==> config.mk <==
export PLATFORM = sky130hd
export DESIGN_NAME = multibyte_register_update
export DESIGN_NICKNAME = d
export VERILOG_FILES = /design/src/hdl/regbank_pkg.sv /design/src/hdl/multibyte_register_update.sv /design/src/hdl/field_slot.sv
export SDC_FILE = /design/constraint.sdc
export NUM_CORES = 1
export LEC_CHECK = 0
export BUFFER_PORTS_ARGS = -buffer_cell sky130_fd_sc_hd__buf_2
export CORE_MARGIN = 2
export CORE_UTILIZATION = 40
export CTS_CLUSTER_SIZE = 14
export DETAILED_ROUTE_END_ITERATION = 12
export PLACE_DENSITY = 0.7
export SETUP_SLACK_MARGIN = 0.15
export SYNTH_ARGS = -nofsm -noshare
export SYNTH_HDL_FRONTEND = slang
export SYNTH_SLANG_ARGS = --single-unit
export TNS_END_PERCENT = 30
==> constraint.sdc <==
create_clock -name SYS_CLK -period 6.25 [get_ports SYS_CLK]
set_clock_uncertainty 0.2 [all_clocks]
set_input_delay 1.25 -clock SYS_CLK [delete_from_list [all_inputs] [get_ports SYS_CLK]]
set_output_delay 1.25 -clock SYS_CLK [all_outputs]
set_load 0.02 [all_outputs]
==> src/hdl/regbank_pkg.sv <==
package regbank_pkg;
   localparam int BYTE_W = 8;
   localparam int HWORD_W = 16;
   localparam int WORD_W = 32;
   localparam int DWORD_W = 64;
   localparam int ADDR_W = 8;
   localparam int FIELD_BYTES = 4;
   localparam int FIELD_W = FIELD_BYTES * BYTE_W;
   localparam int NUM_INST = 2;
   localparam logic [ADDR_W-1:0] BLOCK_BASE = 8'h10;
   localparam logic [ADDR_W-1:0] INST_STRIDE = 8'h08;
   localparam logic [ADDR_W-1:0] ATOMIC_OFS = 8'h00;
   localparam logic [ADDR_W-1:0] PLAIN_OFS = 8'h04;
   localparam logic [FIELD_W-1:0] FIELD_RST = 32'h0000_0000;
   localparam logic [BYTE_W-1:0] BYTE_ZERO = 8'h00;

   typedef struct packed {
      logic wr;
      logic rd;
      logic [ADDR_W-1:0] addr;
      logic [BYTE_W-1:0] wdata;
   } bus_req_t;

   typedef struct packed {
      logic hit;
      logic atomic;
      logic [0:0] inst;
      logic [1:0] lane;
   } decode_t;
endpackage

==> src/hdl/multibyte_register_update.sv <==
`timescale 1ns/10ps
// Contract
// - Multi-byte fields stored least significant byte first.
// - Atomic lower bytes wait in staging buffer.
// - Atomic top byte applies whole field once.
// - Non-atomic bytes apply to logic immediately.
// - Bit zero is least significant bit.
// - Instance base equals block base plus index stride.
// - Lowercase n prefix means active low.
// - Byte, hword, word, dword are 8/16/32/64 bits.
module multibyte_register_update
   import regbank_pkg::*;
#(
   parameter int N_INST = NUM_INST
) (
   input wire logic SYS_CLK,
   input wire logic RSTN,
   input wire logic WR_EN,
   input wire logic RD_EN,
   input wire logic [ADDR_W-1:0] ADDR,
   input wire logic [BYTE_W-1:0] WDATA,
   output logic [BYTE_W-1:0] RDATA,
   output logic RVALID,
   output logic [N_INST*FIELD_W-1:0] ATOMIC_FIELDS,
   output logic [N_INST*FIELD_W-1:0] PLAIN_FIELDS
);
   bus_req_t req;
   decode_t dec;
   logic [N_INST*FIELD_W-1:0] atomic_stage;
   logic [N_INST*FIELD_W-1:0] atomic_live;
   logic [N_INST*FIELD_W-1:0] plain_live;
   logic [BYTE_W-1:0] nxt_rdata;

   assign req = '{wr: WR_EN, rd: RD_EN, addr: ADDR, wdata: WDATA};

   always_comb begin
      logic [ADDR_W-1:0] rel;
      logic [ADDR_W-1:0] ofs;
      rel = '0;
      ofs = '0;
      dec = '0;
      for (int i = 0; i < N_INST; i++) begin
         rel = req.addr - (BLOCK_BASE + ADDR_W'(i) * INST_STRIDE);
         if (req.addr >= BLOCK_BASE + ADDR_W'(i) * INST_STRIDE && rel < INST_STRIDE) begin
            ofs = rel;
            dec.hit = 1'b1;
            dec.inst = 1'(i);
            dec.atomic = (ofs < PLAIN_OFS);
            dec.lane = ofs[1:0];
         end
      end
   end

   genvar g;
   generate
      for (g = 0; g < N_INST; g++) begin : g_inst
         field_slot #(.ATOMIC(1'b1)) u_atomic (
            .clk(SYS_CLK),
            .rst_n(RSTN),
            .wr(req.wr && dec.hit && dec.atomic && dec.inst == 1'(g)),
            .lane(dec.lane),
            .wdata(req.wdata),
            .stage(atomic_stage[g*FIELD_W +: FIELD_W]),
            .live(atomic_live[g*FIELD_W +: FIELD_W])
         );
         field_slot #(.ATOMIC(1'b0)) u_plain (
            .clk(SYS_CLK),
            .rst_n(RSTN),
            .wr(req.wr && dec.hit && !dec.atomic && dec.inst == 1'(g)),
            .lane(dec.lane),
            .wdata(req.wdata),
            .stage(),
            .live(plain_live[g*FIELD_W +: FIELD_W])
         );
      end
   endgenerate

   always_comb begin
      nxt_rdata = BYTE_ZERO;
      if (dec.hit) begin
         if (dec.atomic) begin
            nxt_rdata = atomic_stage[dec.inst*FIELD_W + dec.lane*BYTE_W +: BYTE_W];
         end else begin
            nxt_rdata = plain_live[dec.inst*FIELD_W + dec.lane*BYTE_W +: BYTE_W];
         end
      end
   end

   always_ff @(posedge SYS_CLK) begin
      if (!RSTN) begin
         RDATA <= BYTE_ZERO;
         RVALID <= 1'b0;
      end else begin
         RVALID <= req.rd;
         if (req.rd) begin
            RDATA <= nxt_rdata;
         end
      end
   end

   always_ff @(posedge SYS_CLK) begin
      if (!RSTN) begin
         ATOMIC_FIELDS <= '0;
         PLAIN_FIELDS <= '0;
      end else begin
         ATOMIC_FIELDS <= atomic_live;
         PLAIN_FIELDS <= plain_live;
      end
   end

   chk_read_latency: assert property (@(posedge SYS_CLK) disable iff (!RSTN)
      RD_EN |=> RVALID && RDATA == $past(nxt_rdata))
      else $error("Read data wrong or late.");
   chk_unmapped_zero: assert property (@(posedge SYS_CLK) disable iff (!RSTN)
      (RD_EN && ADDR < BLOCK_BASE) |=> RDATA == BYTE_ZERO)
      else $error("Unmapped read not zero.");
   chk_inst1_base: assert property (@(posedge SYS_CLK) disable iff (!RSTN)
      (WR_EN && ADDR == BLOCK_BASE + INST_STRIDE + PLAIN_OFS) |=> ##1
      PLAIN_FIELDS[FIELD_W +: BYTE_W] == $past(WDATA, 2))
      else $error("Instance one base misplaced.");
   chk_atomic_out: assert property (@(posedge SYS_CLK) disable iff (!RSTN)
      (WR_EN && ADDR == BLOCK_BASE + ATOMIC_OFS) |=> ##1 $stable(ATOMIC_FIELDS))
      else $error("Atomic output moved on low byte.");
   chk_plain_out: assert property (@(posedge SYS_CLK) disable iff (!RSTN)
      (WR_EN && ADDR == BLOCK_BASE + PLAIN_OFS + 8'h03) |=> ##1
      PLAIN_FIELDS[FIELD_W-1 -: BYTE_W] == $past(WDATA, 2))
      else $error("Plain top byte not placed at bits 31:24.");
   cov_atomic_commit: cover property (@(posedge SYS_CLK) disable iff (!RSTN)
      WR_EN && ADDR == BLOCK_BASE + ATOMIC_OFS + 8'h03);
   cov_plain_write: cover property (@(posedge SYS_CLK) disable iff (!RSTN)
      WR_EN && ADDR == BLOCK_BASE + PLAIN_OFS);
   cov_read_inst1: cover property (@(posedge SYS_CLK) disable iff (!RSTN)
      RD_EN && ADDR == BLOCK_BASE + INST_STRIDE);
   cov_stage_then_commit: cover property (@(posedge SYS_CLK) disable iff (!RSTN)
      (WR_EN && ADDR == BLOCK_BASE + INST_STRIDE + 8'h02) ##1
      (WR_EN && ADDR == BLOCK_BASE + INST_STRIDE + 8'h03));
   cov_unmapped_read: cover property (@(posedge SYS_CLK) disable iff (!RSTN)
      RD_EN && ADDR >= BLOCK_BASE + ADDR_W'(N_INST) * INST_STRIDE);

   chk_rvalid_pulse: assert property (@(posedge SYS_CLK) disable iff (!RSTN)
      !RD_EN
      |=> !RVALID)
      else $error("Read valid raised without a read.");
   chk_rdata_hold: assert property (@(posedge SYS_CLK) disable iff (!RSTN)
      !RD_EN
      |=> $stable(RDATA))
      else $error("Read data moved without a read.");
   chk_fields_reg: assert property (@(posedge SYS_CLK) disable iff (!RSTN)
      1'b1
      |=> ATOMIC_FIELDS == $past(atomic_live) && PLAIN_FIELDS == $past(plain_live))
      else $error("Field outputs do not follow the live values.");
   chk_reset_clear: assert property (@(posedge SYS_CLK)
      !RSTN
      |=> ATOMIC_FIELDS == '0 && PLAIN_FIELDS == '0 && !RVALID && RDATA == BYTE_ZERO)
      else $error("Outputs not cleared by reset.");
   chk_unmapped_ignore: assert property (@(posedge SYS_CLK) disable iff (!RSTN)
      (WR_EN && (ADDR < BLOCK_BASE || ADDR >= BLOCK_BASE + ADDR_W'(N_INST) * INST_STRIDE))
      |=> $stable(atomic_live) && $stable(plain_live))
      else $error("Unmapped write changed a field.");

   // Each instance and each byte lane is checked at its own address.
   generate
      for (g = 0; g < N_INST; g++) begin : g_chk
         localparam logic [ADDR_W-1:0] INST_BASE = BLOCK_BASE + ADDR_W'(g) * INST_STRIDE;
         for (genvar l = 0; l < FIELD_BYTES; l++) begin : g_lane
            localparam logic [ADDR_W-1:0] LANE_OFS = ADDR_W'(l);
            chk_plain_lane: assert property (@(posedge SYS_CLK) disable iff (!RSTN)
               (WR_EN && ADDR == INST_BASE + PLAIN_OFS + LANE_OFS)
               |=> plain_live[g*FIELD_W + l*BYTE_W +: BYTE_W] == $past(WDATA))
               else $error("Plain byte landed in the wrong lane.");
            chk_stage_lane: assert property (@(posedge SYS_CLK) disable iff (!RSTN)
               (WR_EN && ADDR == INST_BASE + ATOMIC_OFS + LANE_OFS)
               |=> atomic_stage[g*FIELD_W + l*BYTE_W +: BYTE_W] == $past(WDATA))
               else $error("Atomic byte not staged in its lane.");
            chk_read_plain: assert property (@(posedge SYS_CLK) disable iff (!RSTN)
               (RD_EN && ADDR == INST_BASE + PLAIN_OFS + LANE_OFS)
               |=> RDATA == $past(plain_live[g*FIELD_W + l*BYTE_W +: BYTE_W]))
               else $error("Plain read returned the wrong lane.");
            chk_read_stage: assert property (@(posedge SYS_CLK) disable iff (!RSTN)
               (RD_EN && ADDR == INST_BASE + ATOMIC_OFS + LANE_OFS)
               |=> RDATA == $past(atomic_stage[g*FIELD_W + l*BYTE_W +: BYTE_W]))
               else $error("Atomic read returned the wrong lane.");
            if (l < FIELD_BYTES - 1) begin : g_low
               chk_atomic_wait: assert property (@(posedge SYS_CLK) disable iff (!RSTN)
                  (WR_EN && ADDR == INST_BASE + ATOMIC_OFS + LANE_OFS)
                  |=> $stable(atomic_live[g*FIELD_W +: FIELD_W]))
                  else $error("Atomic field applied before its top byte.");
            end else begin : g_top
               chk_atomic_commit: assert property (@(posedge SYS_CLK) disable iff (!RSTN)
                  (WR_EN && ADDR == INST_BASE + ATOMIC_OFS + LANE_OFS)
                  |=> atomic_live[g*FIELD_W +: FIELD_W] ==
                     {$past(WDATA), $past(atomic_stage[g*FIELD_W +: FIELD_W-BYTE_W])})
                  else $error("Atomic field not committed whole.");
            end
         end
      end
   endgenerate
endmodule

==> src/hdl/field_slot.sv <==
`timescale 1ns/10ps
module field_slot
   import regbank_pkg::*;
#(
   parameter bit ATOMIC = 1'b0
) (
   input wire logic clk,
   input wire logic rst_n,
   input wire logic wr,
   input wire logic [1:0] lane,
   input wire logic [BYTE_W-1:0] wdata,
   output logic [FIELD_W-1:0] stage,
   output logic [FIELD_W-1:0] live
);
   localparam logic [1:0] MSB_LANE = 2'(FIELD_BYTES - 1);

   always_ff @(posedge clk) begin
      if (!rst_n) begin
         stage <= FIELD_RST;
      end else if (wr) begin
         stage[lane*BYTE_W +: BYTE_W] <= wdata;
      end
   end

   always_ff @(posedge clk) begin
      if (!rst_n) begin
         live <= FIELD_RST;
      end else if (wr) begin
         if (!ATOMIC) begin
            live[lane*BYTE_W +: BYTE_W] <= wdata;
         end else if (lane == MSB_LANE) begin
            live <= {wdata, stage[FIELD_W-BYTE_W-1:0]};
         end
      end
   end

   chk_atomic_hold: assert property (@(posedge clk) disable iff (!rst_n)
      (ATOMIC && wr && lane != MSB_LANE) |=> $stable(live))
      else $error("Atomic field changed before its top byte.");
   chk_plain_now: assert property (@(posedge clk) disable iff (!rst_n)
      (!ATOMIC && wr) |=> live[$past(lane)*BYTE_W +: BYTE_W] == $past(wdata))
      else $error("Plain byte not applied at once.");
   chk_atomic_whole: assert property (@(posedge clk) disable iff (!rst_n)
      (ATOMIC && wr && lane == MSB_LANE) |=> live == {$past(wdata), $past(stage[FIELD_W-BYTE_W-1:0])})
      else $error("Atomic field not applied whole.");
endmodule

==> results of run 1 <==
path summary, 6_finish.rpt:
check / start / to / slack (ns) / depth (start not counted)
worst max-delay path: ADDR[3] / g_inst[1].u_atomic.stage[9] / 1.50 / 13
worst min-delay path: g_inst[1].u_atomic.live[0] / g_inst[1].u_atomic.live[0] / 0.25 / 2
worst max register to register: g_inst[1].u_atomic.stage[3] / RDATA[3] / 4.42 / 4
worst min register to register: g_inst[1].u_atomic.live[0] / g_inst[1].u_atomic.live[0] / 0.25 / 2
cell families (layout without fill, tap and decap cells):
family                   after synthesis  after routing  synth area share
buffers and inverters                110            244            0.0365
AO/OA/AOI/OAI                        294            294             0.165
adder cells (fa/ha/maj)                8              8           0.00819
multiplexers                          32             32            0.0352
AND/OR/NAND/NOR                      510            510             0.216
flip-flops                           329            329             0.539
other                                  0              1                 0
through the flow:
| stage | total power [uW] | hold slack, ns | setup WS [ns] | cells |
|---|---|---|---|---|
| after floorplan | 2230 | 0.230 | 1.40 | 1283 |
| after global placement | 2280 | 0.236 | 1.17 | 1747 |
| after detailed placement | 2280 | 0.243 | 1.10 | 1747 |
| after CTS | 4310 | 0.251 | 1.61 | 1807 |
| after global routing | 4420 | 0.270 | 1.28 | 1808 |
| final | 4280 | 0.251 | 1.50 | 1808 |
power by group through the flow:
stage / combinational, uW / clock, uW / sequential [uW]
floorplan: 85.7 / 0 / 2150
CTS: 134 / 2080 / 2100
finish: 138 / 2040 / 2100
global placement: 132 / 0 / 2150
detailed placement: 134 / 0 / 2150
global route: 146 / 2170 / 2100
area by class of cell:
class / instances / area share
diodes: 1 / 0.000174
clock buffers: 51 / 0.0715
clock inverters: 9 / 0.00802
inverters: 14 / 0.00384
multi-input cells: 844 / 0.361
flip-flops and latches: 329 / 0.459
well taps: 390 / 0.0340
repair buffers: 170 / 0.0619
registers in the layout (all words and copies together) (netlist names):
| name | flops |
|---|---|
| ATOMIC_FIELDS | 64 |
| PLAIN_FIELDS | 64 |
| g_inst.u_atomic.live | 64 |
| g_inst.u_atomic.stage | 64 |
| g_inst.u_plain.live | 64 |
| RDATA | 8 |
| RVALID | 1 |
layout by cell type, fill, tap and decap left out, types with 3 or more instances in the layout:
| cell type | synthesis | routed |
|---|---|---|
| buf_4 | 1 | 15 |
| inv_1 | 13 | 12 |
| mux2i_1 | 16 | 16 |
| or4_1 | 8 | 8 |
| nor2_1 | 19 | 18 |
| nor3_4 | 5 | 5 |
| nand3_1 | 50 | 50 |
| a22o_1 | 32 | 32 |
| nor2b_1 | 11 | 11 |
| nand2_1 | 222 | 222 |
| a211o_1 | 9 | 9 |
| clkbuf_16 | 0 | 35 |
| mux4_2 | 8 | 8 |
| a31oi_1 | 12 | 12 |
| or3_1 | 34 | 34 |
| o311ai_0 | 8 | 8 |
| nand2b_1 | 10 | 10 |
| clkbuf_1 | 73 | 7 |
| and2_1 | 131 | 131 |
| clkbuf_8 | 0 | 9 |
| a211oi_1 | 8 | 8 |
| a221oi_1 | 8 | 8 |
| buf_2 | 11 | 155 |
| and3_1 | 4 | 4 |
| dfxtp_1 | 329 | 329 |
| o21ai_0 | 24 | 24 |
| mux2_2 | 8 | 8 |
| inv_6 | 0 | 3 |
| ha_1 | 8 | 8 |
| o31ai_1 | 16 | 16 |
| a21oi_1 | 129 | 129 |
| a22oi_1 | 24 | 24 |
| o22ai_2 | 8 | 8 |
| a32o_1 | 8 | 8 |
layer usage:
layer	wire, um	track usage
met1	15500	0.308
met3	3120	0.0494
met4	1020	0.0786
met2	15500	0.336
met5	0	0
worst max-delay path: stages:
cell and delay [ns]:
buf_2 0.14, nor4b_2 0.46, nand2_1 0.34, buf_4 0.29, a21boi_0 0.43, inv_1 0.17
ha_1 0.32, nor3b_1 0.21, buf_4 0.17, nand3_1 0.08, a211o_1 0.48, nor3_4 0.46
a22o_1 0.19
==> qor.yml, run 1 <==
via_per_inst: 5.48
slew_headroom: 0.296
maxCapViolCount: 0
port_buffers: 156
placed_area_um2: 13200
finalSetupViolations: 0
syn_nets: 1311
ys_seq_elements: 329
dr_total_vias: 9900
first_pass_iters: 5
dpl.hpwl_mm: 24.4
seqCellArea_um2: 6590
synth_edf_count: 0
cp_max_fo: 13
ys.warnings.count: 0
multi_input_area_um2: 5190
finalHoldViolations: 0
drive_gt1_frac: 0.188
syn_area_per_cell_um2: 9.52
worst_pin_slew_ns: 1.05
routedWlPerCell_um: 19.5
cts_tree: "yes"
coreArea_um2: 29900
numClockSinks: 329
clock_power_share: 0.477
p_seq_frac: 0.491
grt_pass1_wl_mm: 54.3
ir_drop_mv: 0.198
worstSetupPathType: "input pin to flop"
final_area_um2: 14300
grt_pass1_vias: 9436
ys_top_cells_by_area: "dfxtp_1 54%, nand2_1 6.8%, and2_1 6.7%"
globalplace.congestion: 0.932
clk_pin_slew_ns: 0.06
start_kind: "input pin"
worst_ep_required_time_ns: 6.51
drtIter0Drc: 1050
p_per_area_nw_per_um2: 298
grt_start_max_net_pins: 115
power.net_switching_uw: 931
finalWirelength_mm: 35.2
worstHoldPathType: "flop to flop"
p_int_uw: 3350
num_rows: 63
swShare: 0.217
cts_hold_buf: 0
cts_htree_levels: 2
grt-ovfl-total: 0
worst_ep_arrival_time_ns: 5.01
status: "finished clean"
cts_made_buffers: 35
drcViolationCount: 0
rsz0062_at_grt: "false"
cts_resized: 0
initial_core_util: 0.409
comb_power_share: 0.032
cts_setup_buffers: 0
die_h_um: 179
synth_cells: 1283
nNetsFinal: 1422
yosys.area.top_type: "dfxtp_1"
setup_tns_ns: 0
cts_buffer_depth: 3
cts-root-buf: "clkbuf_16"
p_leak_uw: 0.00560
antenna_found_initial: 1
period_share: 0.759
synth_top_area_share: 0.539
cp-end-kind: "flop"
synthesis.area_um2: 12200
synth_common_cells: "329 x dfxtp_1, 222 x nand2_1, 131 x and2_1, 129 x a21oi_1, 73 x clkbuf_1"
track_usage: 0.221
fillers: 2843
synth_seq_area_share: 0.539
ios: 157
period_minus_slack_ns: 4.75
synthArstFlopShare: 0
synth-main-ff-cell: "dfxtp_1"
yosysUniqueCellTypes: 52
die_width_um: 179
antenna_left: 0
fmax_mhz: 211
syn_to_final_growth_pct: 17.5
final_core_util: 0.480
drv_slew: 0
synthMostInstantiatedCell: "dfxtp_1"
die_area_um2: 32000
insertion_delay_ns: 0.52
Power figures use the tool's default switching activity.
==> inputs of run 2 (changes only) <==
- PLACE_DENSITY: 0.7 -> 0.72
- clock period: 6.25 -> 3.95 ns (I/O delays scaled with it)
==> qor.yml, run 2 (same netlist as run 1, synthesis figures left out) <==
num_rows: 63  # unchanged
numClockSinks: 329  # unchanged
post-place-ws_ns: 0.00594  # -1.09 ns
globalplace.congestion: 0.921  # -1.2%
worst_pin_slew_ns: 0.820  # -0.234 ns
cts_hold_buf: 0  # unchanged
drcViolationCount: 0  # unchanged
p_per_area_nw_per_um2: 462  # +55%
grt_pass1_wl_mm: 53.5  # -1.4%
grt_start_max_net_pins: 90  # -22%
routedWlPerCell_um: 19.3  # -0.78%
syn_to_final_growth_pct: 18.9
reg2reg_to: "RDATA[5]"
status: "finished clean"
cts_buffer_depth: 3  # unchanged
finalWirelength_mm: 35.3  # +0.43%
die_h_um: 179  # unchanged
met1_usage: 0.303  # -0.00546
slew_headroom: 0.453  # +0.157
finalHoldViolations: 0  # unchanged
cts_made_buffers: 35  # unchanged
track_usage: 0.219  # -0.00226
cp-end-kind: "flop"
clk_pin_slew_ns: 0.06  # about the same
drive_gt1_frac: 0.203  # +0.0158
cts_htree_levels: 2  # unchanged
finalNonFillerCells: 1830  # +1.2%
r2r_cells: 4  # unchanged
drv_slew: 0  # unchanged
final_cell_mix: "329 x dfxtp_1, 222 x nand2_1, 155 x buf_2, 131 x and2_1, 129 x a21oi_1"
dr_total_vias: 9879  # -0.21%
met3_usage: 0.0464  # -0.00297
final_common_cell: "dfxtp_1"
crit_top_cell: "ha_1"
worst_slack_ns: 0.498  # -1.01 ns
port_buffers: 156  # unchanged
busiest_layer: "met2"
start_kind: "input pin"
antenna-diode-count: 0  # -1
rsz0062_at_grt: "false"
grt_pass1_vias: 9346  # -0.95%
dpl.hpwl_mm: 24.8  # +1.4%
coreArea_um2: 29900  # unchanged
ios: 157  # unchanged
nNetsFinal: 1447  # +1.8%
fillers: 2821  # -0.77%
cts_tree: "yes"
p_leak_uw: 0.00573  # +2.3%
period_minus_slack_ns: 3.45
dp.cells: 1772  # +1.4%
antenna_left: 0  # unchanged
globalRouteMet2Util: 0.335  # -0.00113
die_area_um2: 32000  # unchanged
crit_chain: "buf_2, ha_1, or3b_4, a31o_4, a21boi_4, inv_1, ha_1, or3_1, or3b_1, o22ai_2"
fmax_mhz: 290
insertion_delay_ns: 0.52  # about the same
setup_tns_ns: 0  # unchanged
worst_ep_required_time_ns: 4.18  # -2.33 ns
worstHoldPathType: "flop to flop"
initial_core_util: 0.409  # unchanged
crit_path_top_delay_cell: "or3b_1"
crit-reg2reg-launch: "g_inst[1].u_atomic.stage[21]"
drtIter0Drc: 900  # -14%
maxCapViolCount: 0  # unchanged
critical-path-max-stage-delay_ns: 0.61  # +0.13 ns
via_per_inst: 5.40  # -1.4%
first_pass_iters: 6  # +1
worstSetupEndpoint: "g_inst[1].u_plain.live[26]"
period_share: 0.874
startpoint: "ADDR[3]"
grt-ovfl-total: 0  # unchanged
antenna_found_initial: 0  # -1
cp_max_fo: 8  # -5
ir_drop_mv: 0.298  # +50%
worstSetupPathType: "input pin to flop"
worst_ep_arrival_time_ns: 3.68  # -1.33 ns
r2r_slack_ns: 2.14  # -2.28 ns
cts_setup_buffers: 0  # unchanged
die_width_um: 179  # unchanged
finalSetupViolations: 0  # unchanged
cts_resized: 0  # unchanged
cts-root-buf: "clkbuf_16"
run 2: cell types whose count changed in the layout (fill, tap and decap cells not counted), moves of 2 or more:
| cell | delta |
|---|---|
| clkbuf_8 | -3 |
| clkinv_2 | +4 |
| buf_4 | +25 |
| inv_6 | -2 |
run 2: worst max-delay path: cells and delay by family:
kind	cells	cell delay, ns
AOI/OAI and AO/OA	3	0.58
adders and majority gates	2	0.50
buffers and inverters	2	0.25
and+or+nand+nor	3	1.56
run 2: layer usage:
layer	part of all wire	wire [um]
met5	0	0
met4	0.032	1120
met3	0.091	3210
met2	0.44	15600
met1	0.44	15400
run 2: worst min-delay path by stage:
| stage | depth (start not counted) | to | slack, ns | start |
|---|---|---|---|---|
| 6_report | 1 | ATOMIC_FIELDS[40] | 0.25 | g_inst[1].u_atomic.live[8] |
| 4_1_cts | 2 | g_inst[0].u_atomic.live[29] | 0.25 | g_inst[0].u_atomic.live[29] |
| 5_1_grt | 2 | g_inst[1].u_atomic.live[1] | 0.27 | g_inst[1].u_atomic.live[1] |
| 2_1_floorplan | 1 | ATOMIC_FIELDS[0] | 0.23 | g_inst[0].u_atomic.live[0] |
| 3_3_place_gp | 2 | g_inst[1].u_atomic.live[27] | 0.24 | g_inst[1].u_atomic.live[27] |
| 3_5_place_dp | 1 | ATOMIC_FIELDS[40] | 0.24 | g_inst[1].u_atomic.live[8] |
run 2: layout make-up:
class                           instances  area, um^2  share of cell area
Inverter                               14        55.1             0.00379
Clock buffer                           48         985              0.0678
Timing Repair Buffer                  195        1080              0.0741
Multi-Input combinational cell        844        5220               0.359
Sequential cell                       329        6590               0.454
Tap cell                              390         488              0.0336
Clock inverter                         10         110             0.00758
run 2: power breakdown:
| part | switching (uW) | total, uW | internal (uW) |
|---|---|---|---|
| clock network | 1290 | 3160 | 1870 |
| logic | 178 | 228 | 50.8 |
| registers | 2.55 | 3320 | 3320 |
run 2: metrics by stage:
| step | utilization | hold slack (ns) | instance area, um^2 | power, uW |
|---|---|---|---|---|
| after floorplan | - | 0.230 | 12300 | 3540 |
| after global placement | 0.449 | 0.238 | 13400 | 3620 |
| after detailed placement | 0.449 | 0.240 | 13400 | 3620 |
| after CTS | 0.486 | 0.250 | 14500 | 6750 |
| after global routing | 0.486 | 0.269 | 14500 | 6910 |
| final | 0.486 | 0.249 | 14500 | 6710 |
